<file path="src/verilog/edo_cfg.svh">
`ifndef EDO_CFG_SVH
`define EDO_CFG_SVH

`define CLK_MHZ 100
`define CYC_UP(ns) ((((ns) * `CLK_MHZ) + 999) / 1000)
`define CYC_DN(ns) (((ns) * `CLK_MHZ) / 1000)

// Figures in ns where the name ends in _NS; _F is the fast grade, _S the slow grade.
`define CYCLE_F_NS 104
`define CYCLE_S_NS 124
`define RPRE_F_NS 40
`define RPRE_S_NS 50
`define COL_HI_BEFORE_ROW_NS 5
`define RCD_MIN_NS 14
`define ROW_HOLD_NS 10
`define RAS_ACC_F_NS 60
`define RAS_ACC_S_NS 70
`define COL_ADDR_ACC_F_NS 30
`define COL_ADDR_ACC_S_NS 35
`define COL_STROBE_ACC_F_NS 15
`define COL_STROBE_ACC_S_NS 18
`define COL_LEAD_F_NS 30
`define COL_LEAD_S_NS 35
`define CAS_PRE_NS 10
`define PAGE_CYCLE_F_NS 25
`define PAGE_CYCLE_S_NS 30
`define FLOAT_F_NS 13
`define FLOAT_S_NS 15
`define RAS_MIN_F_NS 60
`define RAS_MIN_S_NS 70
`define RAS_MAX_NS 10000
`define RAS_PAGE_MAX_NS 125000
`define CBR_SETUP_NS 5
`define CBR_HOLD_NS 10
`define WE_REF_SETUP_NS 10
`define WE_REF_HOLD_NS 15
`define RETENTION_MS 16
`define REFRESH_ROWS 2048
`define SYNC_STAGES 2
`define SAMPLE_MARGIN_CYC 1

`endif

</file>
<file path="src/verilog/edo_pkg.sv">
package edo_pkg;
    typedef enum logic [2:0] {IDLE, ROW, COL, PGAP, PRE, RCAS, RRAS} st_type;
    typedef logic [13:0] cnt_type;
    typedef logic [10:0] addr_type;
endpackage

</file>
<file path="src/verilog/edo_ctrl.sv">
`include "edo_cfg.svh"
module edo_ctrl #(
    parameter int RAS_PAGE_MAX_CYC = `CYC_DN(`RAS_PAGE_MAX_NS)
) (
    input wire logic clk,
    input wire logic nrst,
    input wire logic slow_grade,
    input wire logic req,
    input wire logic req_we,
    input wire edo_pkg::addr_type req_row,
    input wire edo_pkg::addr_type req_col,
    input wire logic [31:0] req_wdata,
    input wire logic [3:0] req_be,
    output logic ack,
    output logic rd_valid,
    output logic [31:0] rd_data,
    output edo_pkg::addr_type mem_addr,
    output logic [1:0] ras_n,
    output logic [3:0] cas_n,
    output logic we_n,
    output logic [31:0] dq_out,
    output logic dq_oe,
    input wire logic [31:0] dq_in
);
    import edo_pkg::*;

    function automatic int mx(input int a, input int b);
        return (a > b) ? a : b;
    endfunction

    // Counts round minimum times up and maximum times down.
    localparam int ROW_I = mx(`CYC_UP(`RCD_MIN_NS),
        `CYC_UP(`ROW_HOLD_NS));
    localparam int CP_I = `CYC_UP(`CAS_PRE_NS);
    localparam int CRP_I = `CYC_UP(`COL_HI_BEFORE_ROW_NS);
    // One cycle past the synchroniser keeps the sample edge off the
    // very instant at which read data becomes valid.
    localparam int SMP_I = `SYNC_STAGES + `SAMPLE_MARGIN_CYC;
    localparam int AF_I = mx(`CYC_UP(`RAS_ACC_F_NS) - ROW_I,
        `CYC_UP(`COL_ADDR_ACC_F_NS));
    localparam int AS_I = mx(`CYC_UP(`RAS_ACC_S_NS) - ROW_I,
        `CYC_UP(`COL_ADDR_ACC_S_NS));
    localparam int BF_I = mx(`CYC_UP(`COL_STROBE_ACC_F_NS),
        `CYC_UP(`COL_LEAD_F_NS));
    localparam int BS_I = mx(`CYC_UP(`COL_STROBE_ACC_S_NS),
        `CYC_UP(`COL_LEAD_S_NS));
    localparam cnt_type ROW_C = cnt_type'(ROW_I);
    localparam cnt_type CP_C = cnt_type'(CP_I);
    localparam cnt_type COL_F = cnt_type'(mx(mx(AF_I, BF_I) + SMP_I,
        `CYC_UP(`PAGE_CYCLE_F_NS) - CP_I));
    localparam cnt_type COL_S = cnt_type'(mx(mx(AS_I, BS_I) + SMP_I,
        `CYC_UP(`PAGE_CYCLE_S_NS) - CP_I));
    localparam cnt_type PRE_F = cnt_type'(mx(mx(`CYC_UP(`RPRE_F_NS), CRP_I),
        `CYC_UP(`FLOAT_F_NS) + 1));
    localparam cnt_type PRE_S = cnt_type'(mx(mx(`CYC_UP(`RPRE_S_NS), CRP_I),
        `CYC_UP(`FLOAT_S_NS) + 1));
    localparam cnt_type RC_F = cnt_type'(`CYC_UP(`CYCLE_F_NS));
    localparam cnt_type RC_S = cnt_type'(`CYC_UP(`CYCLE_S_NS));
    localparam cnt_type RR_F = cnt_type'(mx(`CYC_UP(`RAS_MIN_F_NS),
        mx(`CYC_UP(`CBR_HOLD_NS), `CYC_UP(`WE_REF_HOLD_NS))));
    localparam cnt_type RR_S = cnt_type'(mx(`CYC_UP(`RAS_MIN_S_NS),
        mx(`CYC_UP(`CBR_HOLD_NS), `CYC_UP(`WE_REF_HOLD_NS))));
    localparam cnt_type CSR_C = cnt_type'(mx(`CYC_UP(`CBR_SETUP_NS),
        `CYC_UP(`WE_REF_SETUP_NS)));
    localparam cnt_type RAS_MAX_C = cnt_type'(`CYC_DN(`RAS_MAX_NS));
    localparam cnt_type PAGE_MAX_C = cnt_type'(RAS_PAGE_MAX_CYC);
    localparam cnt_type REF_INT_C = cnt_type'(`CYC_DN(
        (`RETENTION_MS * 1000000) / `REFRESH_ROWS));

    logic g_s1_q, g_s2_q;
    logic [31:0] dq_s1_q, dq_s2_q;
    st_type st_q, st_d;
    cnt_type cnt_q, cnt_d, since_q, since_d, tmr_q, tmr_d;
    cnt_type col_c, pre_c, rc_c, rr_c;
    addr_type addr_q, addr_d, row_q, row_d, col_q, col_d;
    logic [1:0] ras_q, ras_d;
    logic [3:0] cas_q, cas_d, cas_w, be_q, be_d;
    logic we_q, we_d, oe_q, oe_d, wr_q, wr_d, page_q, page_d;
    logic ack_q, ack_d, rv_q, rv_d, pend_q, pend_d, take_ref, same_page;
    logic [31:0] dq_q, dq_d, rdat_q, rdat_d;

    // The grade strap and the data pins are asynchronous to clk.
    always_ff @(posedge clk or negedge nrst) begin
        if (!nrst) begin
            g_s1_q <= 1'b0;
            g_s2_q <= 1'b0;
            dq_s1_q <= 32'h0;
            dq_s2_q <= 32'h0;
        end else begin
            g_s1_q <= slow_grade;
            g_s2_q <= g_s1_q;
            dq_s1_q <= dq_in;
            dq_s2_q <= dq_s1_q;
        end
    end

    assign col_c = g_s2_q ? COL_S : COL_F;
    assign pre_c = g_s2_q ? PRE_S : PRE_F;
    assign rc_c = g_s2_q ? RC_S : RC_F;
    assign rr_c = g_s2_q ? RR_S : RR_F;

    // Only enabled lanes strobe on a write; reads strobe every lane.
    genvar i;
    generate
        for (i = 0; i < 4; i++) begin : g_lane
            assign cas_w[i] = wr_q & ~be_q[i];
        end
    endgenerate

    // Page continuation keeps direction, so no read-to-write turnaround
    // inside a page and no early float by write enable pulse is needed.
    assign same_page = req && !pend_q && (req_row == row_q) &&
        (req_we == wr_q) &&
        (since_q + col_c + CP_C + 14'h1 < PAGE_MAX_C);

    always_comb begin
        st_d = st_q;
        cnt_d = (&cnt_q) ? cnt_q : cnt_q + 14'h1;
        since_d = (&since_q) ? since_q : since_q + 14'h1;
        tmr_d = (tmr_q == REF_INT_C - 14'h1) ? 14'h0 : tmr_q + 14'h1;
        addr_d = addr_q;
        row_d = row_q;
        col_d = col_q;
        ras_d = ras_q;
        cas_d = cas_q;
        we_d = we_q;
        oe_d = oe_q;
        wr_d = wr_q;
        be_d = be_q;
        dq_d = dq_q;
        page_d = page_q;
        ack_d = 1'b0;
        rv_d = 1'b0;
        rdat_d = rdat_q;
        take_ref = 1'b0;
        unique case (st_q)
            IDLE: begin
                if (pend_q) begin
                    st_d = RCAS;
                    cas_d = 4'h0;
                    cnt_d = 14'h0;
                end else if (req) begin
                    st_d = ROW;
                    addr_d = req_row;
                    row_d = req_row;
                    col_d = req_col;
                    wr_d = req_we;
                    be_d = req_be;
                    dq_d = req_wdata;
                    ras_d = 2'b00;
                    since_d = 14'h0;
                    cnt_d = 14'h0;
                    ack_d = 1'b1;
                    page_d = 1'b0;
                end
            end
            ROW: begin
                if (req_we_low_ok(wr_q)) begin
                    we_d = 1'b0;
                    oe_d = 1'b1;
                end
                if (cnt_q >= ROW_C - 14'h1) begin
                    st_d = COL;
                    addr_d = col_q;
                    cas_d = cas_w;
                    cnt_d = 14'h0;
                end
            end
            COL: begin
                // Sample point covers the slowest access path plus sync.
                if (cnt_q >= col_c - 14'h1) begin
                    if (!wr_q) begin
                        rv_d = 1'b1;
                        rdat_d = dq_s2_q;
                    end
                    cas_d = 4'hF;
                    if (same_page) begin
                        st_d = PGAP;
                        addr_d = req_col;
                        col_d = req_col;
                        be_d = req_be;
                        dq_d = req_wdata;
                        page_d = 1'b1;
                        ack_d = 1'b1;
                    end else begin
                        st_d = PRE;
                        ras_d = 2'b11;
                        we_d = 1'b1;
                        oe_d = 1'b0;
                    end
                    cnt_d = 14'h0;
                end
            end
            PGAP: begin
                if (cnt_q >= CP_C - 14'h1) begin
                    st_d = COL;
                    cas_d = cas_w;
                    cnt_d = 14'h0;
                end
            end
            PRE: begin
                // Long enough for precharge, output float and cycle time.
                if (cnt_q >= pre_c - 14'h1 && since_q >= rc_c - 14'h1) begin
                    st_d = IDLE;
                end
            end
            RCAS: begin
                if (cnt_q >= CSR_C - 14'h1) begin
                    st_d = RRAS;
                    ras_d = 2'b00;
                    since_d = 14'h0;
                    cnt_d = 14'h0;
                    take_ref = 1'b1;
                    page_d = 1'b0;
                end
            end
            RRAS: begin
                if (cnt_q >= rr_c - 14'h1) begin
                    st_d = PRE;
                    ras_d = 2'b11;
                    cas_d = 4'hF;
                    cnt_d = 14'h0;
                end
            end
        endcase
        // A timer tick in the cycle the refresh is taken is kept.
        pend_d = (tmr_q == REF_INT_C - 14'h1) | (pend_q & ~take_ref);
    end

    function automatic logic req_we_low_ok(input logic w);
        return w;
    endfunction

    always_ff @(posedge clk or negedge nrst) begin
        if (!nrst) begin
            // A reset may cut a cycle short, so precharge and cycle
            // spacing are served again before the first access.
            st_q <= PRE;
            cnt_q <= 14'h0;
            since_q <= 14'h0;
            tmr_q <= 14'h0;
            addr_q <= 11'h000;
            row_q <= 11'h000;
            col_q <= 11'h000;
            ras_q <= 2'b11;
            cas_q <= 4'hF;
            we_q <= 1'b1;
            oe_q <= 1'b0;
            wr_q <= 1'b0;
            be_q <= 4'h0;
            dq_q <= 32'h0;
            page_q <= 1'b0;
            ack_q <= 1'b0;
            rv_q <= 1'b0;
            rdat_q <= 32'h0;
            pend_q <= 1'b0;
        end else begin
            st_q <= st_d;
            cnt_q <= cnt_d;
            since_q <= since_d;
            tmr_q <= tmr_d;
            addr_q <= addr_d;
            row_q <= row_d;
            col_q <= col_d;
            ras_q <= ras_d;
            cas_q <= cas_d;
            we_q <= we_d;
            oe_q <= oe_d;
            wr_q <= wr_d;
            be_q <= be_d;
            dq_q <= dq_d;
            page_q <= page_d;
            ack_q <= ack_d;
            rv_q <= rv_d;
            rdat_q <= rdat_d;
            pend_q <= pend_d;
        end
    end

    assign ack = ack_q;
    assign rd_valid = rv_q;
    assign rd_data = rdat_q;
    assign mem_addr = addr_q;
    assign ras_n = ras_q;
    assign cas_n = cas_q;
    assign we_n = we_q;
    assign dq_out = dq_q;
    assign dq_oe = oe_q;

    cnt_type hi_q;
    always_ff @(posedge clk or negedge nrst) begin
        if (!nrst) begin
            hi_q <= 14'h3FFF;
        end else begin
            hi_q <= !ras_q[0] ? 14'h0 : ((&hi_q) ? hi_q : hi_q + 14'h1);
        end
    end
endmodule

</file>
<file path="config.mk">
export PLATFORM = sky130hd
export DESIGN_NAME = edo_ctrl
export DESIGN_NICKNAME = d
export VERILOG_FILES = /design/src/verilog/edo_pkg.sv /design/src/verilog/edo_ctrl.sv
export VERILOG_INCLUDE_DIRS = /design/src /design/src/verilog
export SDC_FILE = /design/constraint.sdc
export NUM_CORES = 1
export LEC_CHECK = 0
export ABC_AREA = 1
export BUFFER_PORTS_ARGS = -buffer_cell sky130_fd_sc_hd__buf_2
export CAP_MARGIN = 20
export CORE_UTILIZATION = 55
export CTS_CLUSTER_DIAMETER = 40
export DETAILED_ROUTE_END_ITERATION = 7
export PLACE_DENSITY_LB_ADDON = 0.2
export SYNTH_ARGS = -nofsm -noshare
export SYNTH_HDL_FRONTEND = slang
export SYNTH_SLANG_ARGS = --single-unit
</file>
<file path="constraint.sdc">
create_clock -name clk -period 3.2 [get_ports clk]
set_clock_uncertainty 0.05 [all_clocks]
set_input_delay 0.16 -clock clk [delete_from_list [all_inputs] [get_ports clk]]
set_output_delay 0.16 -clock clk [all_outputs]
set_load 0.005 [all_outputs]
</file>
=== Yosys cells after proc, flatten, opt, wreduce, memory -nomap -nowiden ===
Cells that the tools add are included.
Widths: inputs -> output; s select.

* Add/subtract/negate cells: 10
* Magnitude comparators: 7
* Equal/unequal tests: 22
* Multiplexer cells: 78
* Bitwise operators: 13
* Reduce and logical (&&, ||, !) cells: 23

{| class="wikitable"
|+ Operators by type and width
! cell !! number
|-
| $mux 14 || 12
|-
| $mux 32 || 4
|-
| $mux 11 || 7
|-
| $add 14x1->14 const B || 5
|-
| $pmux 14 s5 || 1
|-
| $pmux 32 s2 || 1
|-
| $ge 14x14->1 || 4
|-
| $mux 4 || 10
|-
| $pmux 11 s3 || 1
|-
| $mux 3 || 10
|-
| $ge 14x1->1 const B || 2
|-
| $pmux 14 s2 || 1
|-
| $reduce_and 14->1 || 2
|-
| $ne 2x2->1 const B || 12
|-
| $pmux 11 s2 || 1
|-
| $pmux 3 s7 || 1
|-
| $pmux 4 s5 || 1
|-
| $mux 1 || 17
|-
| $add 14x4->14 || 1
|-
| $eq 14x10->1 const B || 1
|-
| $lt 14x14->1 const B || 1
|-
| $reduce_and 7->1 || 2
|-
| $mux 2 || 6
|-
| $reduce_and 6->1 || 2
|-
| other kinds (25) || 48
|}

* Bits in registers: 224
* Input bits: 95

=== Depth between registers and ports, before layout ===
* Depth after elaboration: 9
* Gate-level depth with buffers: 22

=== Worst setup path before layout ===
OpenSTA, ideal clock, no wires.

* Path type: reg2reg
* From: reg g_s2_q
* To: reg dq_q[25] (netlist: dq_out[25])
* Setup time: 0.116 ns
* Data arrival time: 2.682 ns
* Data required time: 3.034 ns
* Path slack: 0.352 ns
* Stages on the path, launching flop included: 22
* Path buffers: 2
* Period minus slack after synthesis: 2.848 ns
* Cell sequence: dfrtp_1 -> inv_1 -> ha_1 -> nand2_1 -> nor2_4 -> fa_1 -> nand3_1 -> nand2_1 -> nand2_1 -> nand2_1 -> nand2_1 -> nand2_1 -> nor2_1 -> nand3_1 -> nand2_2 -> nand2_2 -> nand2_4 -> nand2_2 -> buf_6 -> buf_6 -> nand2_1 -> nand2_1

* Word-level cells in the longest chain between the ends: 8

{| class="wikitable"
|+ RTL lines
! element !! RTL line !! source
|-
| start, declared || edo_ctrl.sv:70 || <nowiki>logic g_s1_q, g_s2_q;</nowiki>
|-
| start signal, assigned || edo_ctrl.sv:91 || <nowiki>g_s2_q <= g_s1_q;</nowiki>
|-
| $mux 4 (*) || edo_ctrl.sv:97 || <nowiki>assign col_c = g_s2_q ? COL_S : COL_F;</nowiki>
|-
| $add 14x4->14 || edo_ctrl.sv:114 || <nowiki>(since_q + col_c + CP_C + 14'h1 < PAGE_MAX_C);</nowiki>
|-
| $add 14x1->14 (2 in a row) || edo_ctrl.sv:114 ||
|-
| $lt 14x14->1 || edo_ctrl.sv:114 ||
|-
| $logic_and 1x1->1 || edo_ctrl.sv:113 || <nowiki>(req_we == wr_q) &&</nowiki>
|-
| $ne 2x2->1 (no source line) || - ||
|-
| $reduce_and 5->1 (no source line) (*) || - ||
|-
| end signal, assigned || edo_ctrl.sv:271 || <nowiki>dq_q <= dq_d;</nowiki>
|-
| end, declared || edo_ctrl.sv:80 || <nowiki>logic [31:0] dq_q, dq_d, rdat_q, rdat_d;</nowiki>
|}

Every way passes the cells marked *; elsewhere a longest branch is shown, timed or not.
A chain may end at the register's enable or synchronous reset.

=== Worst setup path in the final report ===
* From: reg g_s2_q
* To: reg dq_q[28] (netlist: dq_out[28])

Same word-level chain as after synthesis.

==> out/qor.csv <==
stage,metric,value,unit
finish,antenna fix cells,0,
finish,# fillers,1203,
timing,Hold Fails Final Rpt,0,
placed_design,Detailed Place HPWL,15360,um
synth,Avg Inst Size Synth,8.758,um2
routing,1st-pass router iterations,5,
power_and_ir_drop,power per cell area,872.4,nW/um2
timing,Total Negative Setup Slacks,0,ns
routing,DRC,0,
floorplan,Die ar.,18130,um2
placed_design,Buffers on Ports,179,
routing,routed via count,8412,
synth,"Net Count, Synth",1219,
power_and_ir_drop,switching share of power,0.3659,
floorplan,Starting Density,0.5615,
power_and_ir_drop,clock power share,0.301,
clock_tree,Bufs on Longest Clock Path,3,
synth,register area share after synthesis,0.5775,
finish,"most common cell after layout, fill and taps aside",nand2_1,
synth,ys async rst share,1.000,
clock_tree,setup bufs post-CTS,0,
clock_tree,Clk Tree Root Cell,clkbuf_16,
clock_tree,CTS H-tree depth,1,
placed_design,Post-Place Cells,1489,
setup_path,crit end category,register,
grt,GR Util All Layers,0.2684,
timing,Slew @ Worst Pin,0.9439,ns
routing,ANT nets after route,0,
synth,Synth Flop Type,dfrtp_1,
power_and_ir_drop,sw power,0.004088,W
timing,final worst-path cycle share,0.9203,
clock_tree,Clock transition at path regs,0.06,ns
timing,Period minus WS final,2.945,ns
power_and_ir_drop,Worst IR Drop VDD,0.5501,mV
synth,Post-Syn Area,9678,um2
routing,routed len/inst,14.77,um
finish,Area Overhead vs Synth,32.31,%
power_and_ir_drop,combinational share of power,0.329,
run,max capacitance violation total,0,
routing,DRT iter0 DRCs,549,
grt,vias in the first global route,8157,
finish,"commonest non-fill, non-tap cells in the layout","nand2_1 (370), dfrtp_1 (216), buf_2 (179)",
grt,Congestion Overflow GR,0,
floorplan,I/O pin count,180,
setup_path,Crit Path Max Fanout,27,
floorplan,Die H,134.7,um
grt,global-route wire length before repair,39250,um
clock_tree,Num CTS Buffers,29,
setup_path,CP startpoint kind,register,
placed_design,worst slack at placement,0.07064,ns
floorplan,core area,17240,um2
synth,number of synthesized flops with an enable pin,0,
synth,#FFs+latches synth,223,
timing,slew margin rel.,0.3701,
routing,total wire length,24190,um
timing,final setup margin,0.2550,ns
clock_tree,clk sinks,223,
power_and_ir_drop,total internal power,0.007084,W
floorplan,# rows,48,
power_and_ir_drop,P_leak,6.735,nW
floorplan,die width,134.7,um
clock_tree,CTS tree,done,
finish,Layout Cells excl Fill,1638,
synth,Syn. warnings,0,
timing,max-slew violation count,0,
synth,distinct cell type count after synthesis,38,
setup_path,CP Data Required Time,3.58,ns
timing,highest clock rate,0.3396,GHz
finish,nets,1504,
setup_path,Worst EP arrival,3.32,ns
grt,antenna violations before repair,0,
run_status,outcome,completed,
finish,layout cells sized above 1,0.1897,
min_path,Hold WC Path Type,primary input to async pin,
placed_design,placer congestion estimate,0.8871,
synth,Synth Instances,1105,
clock_tree,later-pin clock latency in the skew report,0.55,ns
timing,final setup vio count,0,
finish,final core occ,0.7429,
routing,routed vias/inst,5.136,
power_and_ir_drop,Seq pwr share,0.370,
grt,largest net degree at the start of global routing,91,
setup_path,Critical Setup Path Class,register to register,
flip-flops by register name, summed over array words and instances, names as in the netlist, 3 cells and up:
| register | cells |
|---|---|
| col_q | 11 |
| dq_s1_q | 32 |
| be_q | 4 |
| tmr_q | 14 |
| row_q | 11 |
| cnt_q | 14 |
| st_q | 3 |
| mem_addr | 11 |
| cas_n | 4 |
| since_q | 14 |
| dq_s2_q | 32 |
| dq_out | 32 |
| rd_data | 32 |
metal layers:
metal,GRT usage,wire (um),up-vias
met1,0.3551,10500,3961
met2,0.4611,11760,289
li1,-,-,4112
met4,0.07740,531,0
met5,0,0,-
met3,0.03866,1390,50
layout make-up:
class,count,area [um2],share of cell area
flip-flops and latches,223,5589,0.4365
multi-input cells,744,3535,0.2760
repair buffers,287,1986,0.1551
clock buffers,34,764.5,0.05970
inverters,105,394.1,0.03078
well taps,225,281.5,0.02199
clock inverters,20,255.2,0.01993
worst max-delay path, cell delays in order, from the launching register on:
cell and delay, ns:
dfrtp_1 0.38, inv_2 0.11, ha_1 0.26, nand2_1 0.12
nor2_4 0.05, fa_1 0.39, nand3_1 0.12, nand2_2 0.13
nand2_1 0.09, nand2_1 0.05, nand2_1 0.05, nand2_1 0.05
nor2_1 0.09, nand3_1 0.10, nand2_2 0.10, nand2_2 0.10
nand2_8 0.16, nand2_2 0.11, buf_12 0.21, nand2_1 0.07
nand2_1 0.05
Yosys cell counts, types with 6 or more instances:
cell      number  area share
nand2_1      372        0.14
dfrtp_1      216        0.56
inv_1        104       0.040
nand3_1       94       0.049
nor2_1        87       0.034
o21ai_0       39       0.020
nor3_1        21       0.011
a21oi_1       18      0.0093
ha_1          18       0.023
clkbuf_1      15      0.0058
o211ai_1      13       0.010
buf_2         12      0.0062
a211oi_1      11      0.0085
nor4_1        11      0.0071
nand4_1       10      0.0065
xor2_1         9      0.0081
dfstp_2        7       0.019
nor3b_1        7      0.0054
xnor2_1        6      0.0054
logic make-up after synthesis:
logic type / count (synthesis) / synth area share
and+or+nand+nor: 622 / 0.2714
xor gates and xnor gates: 15 / 0.01358
buffers and inverters: 138 / 0.05895
adders and majority gates: 19 / 0.02534
DFF: 223 / 0.5775
AOI/OAI and AO/OA: 88 / 0.05327
metrics by stage:
step	total power, W	area (um2)	hold WS, ns
after floorplan	0.006406	9678	-0.1856
after detailed placement	0.007581	10800	0.08512
final	0.01117	12800	0.09905
after global placement	0.007473	10800	0.08408
after global routing	0.01192	12800	0.1339
after CTS	0.01106	12760	0.1096
timing repair:
action	CTS	global route
gates resized for setup	0	10
endpoints found under the setup margin	0	60
endpoints found under the hold margin	162	0
hold buffers	94	0
power by group through the flow:
stage	combinational, W	clock [W]	sequential (W)
floorplan	0.00229	0	0.00412
global placement	0.00334	0	0.00413
detailed placement	0.00345	0	0.00413
CTS	0.00355	0.00339	0.00411
global route	0.00418	0.00353	0.00422
finish	0.00368	0.00336	0.00413
worst paths after layout:
check	endpoint	startpoint	slack (ns)	cells past startpoint
max	dq_out[28]	g_s2_q	0.25	20
max reg2reg	dq_out[28]	g_s2_q	0.25	20
min reg2reg	dq_s2_q[28]	dq_s1_q[28]	0.29	0
max in group asynchronous	cas_n[1]	nrst	2.12	3
min	dq_s1_q[0]	nrst	0.1	2
min in group clk	dq_s1_q[14]	dq_in[14]	0.20	2
(Power assumes the default switching activity.)
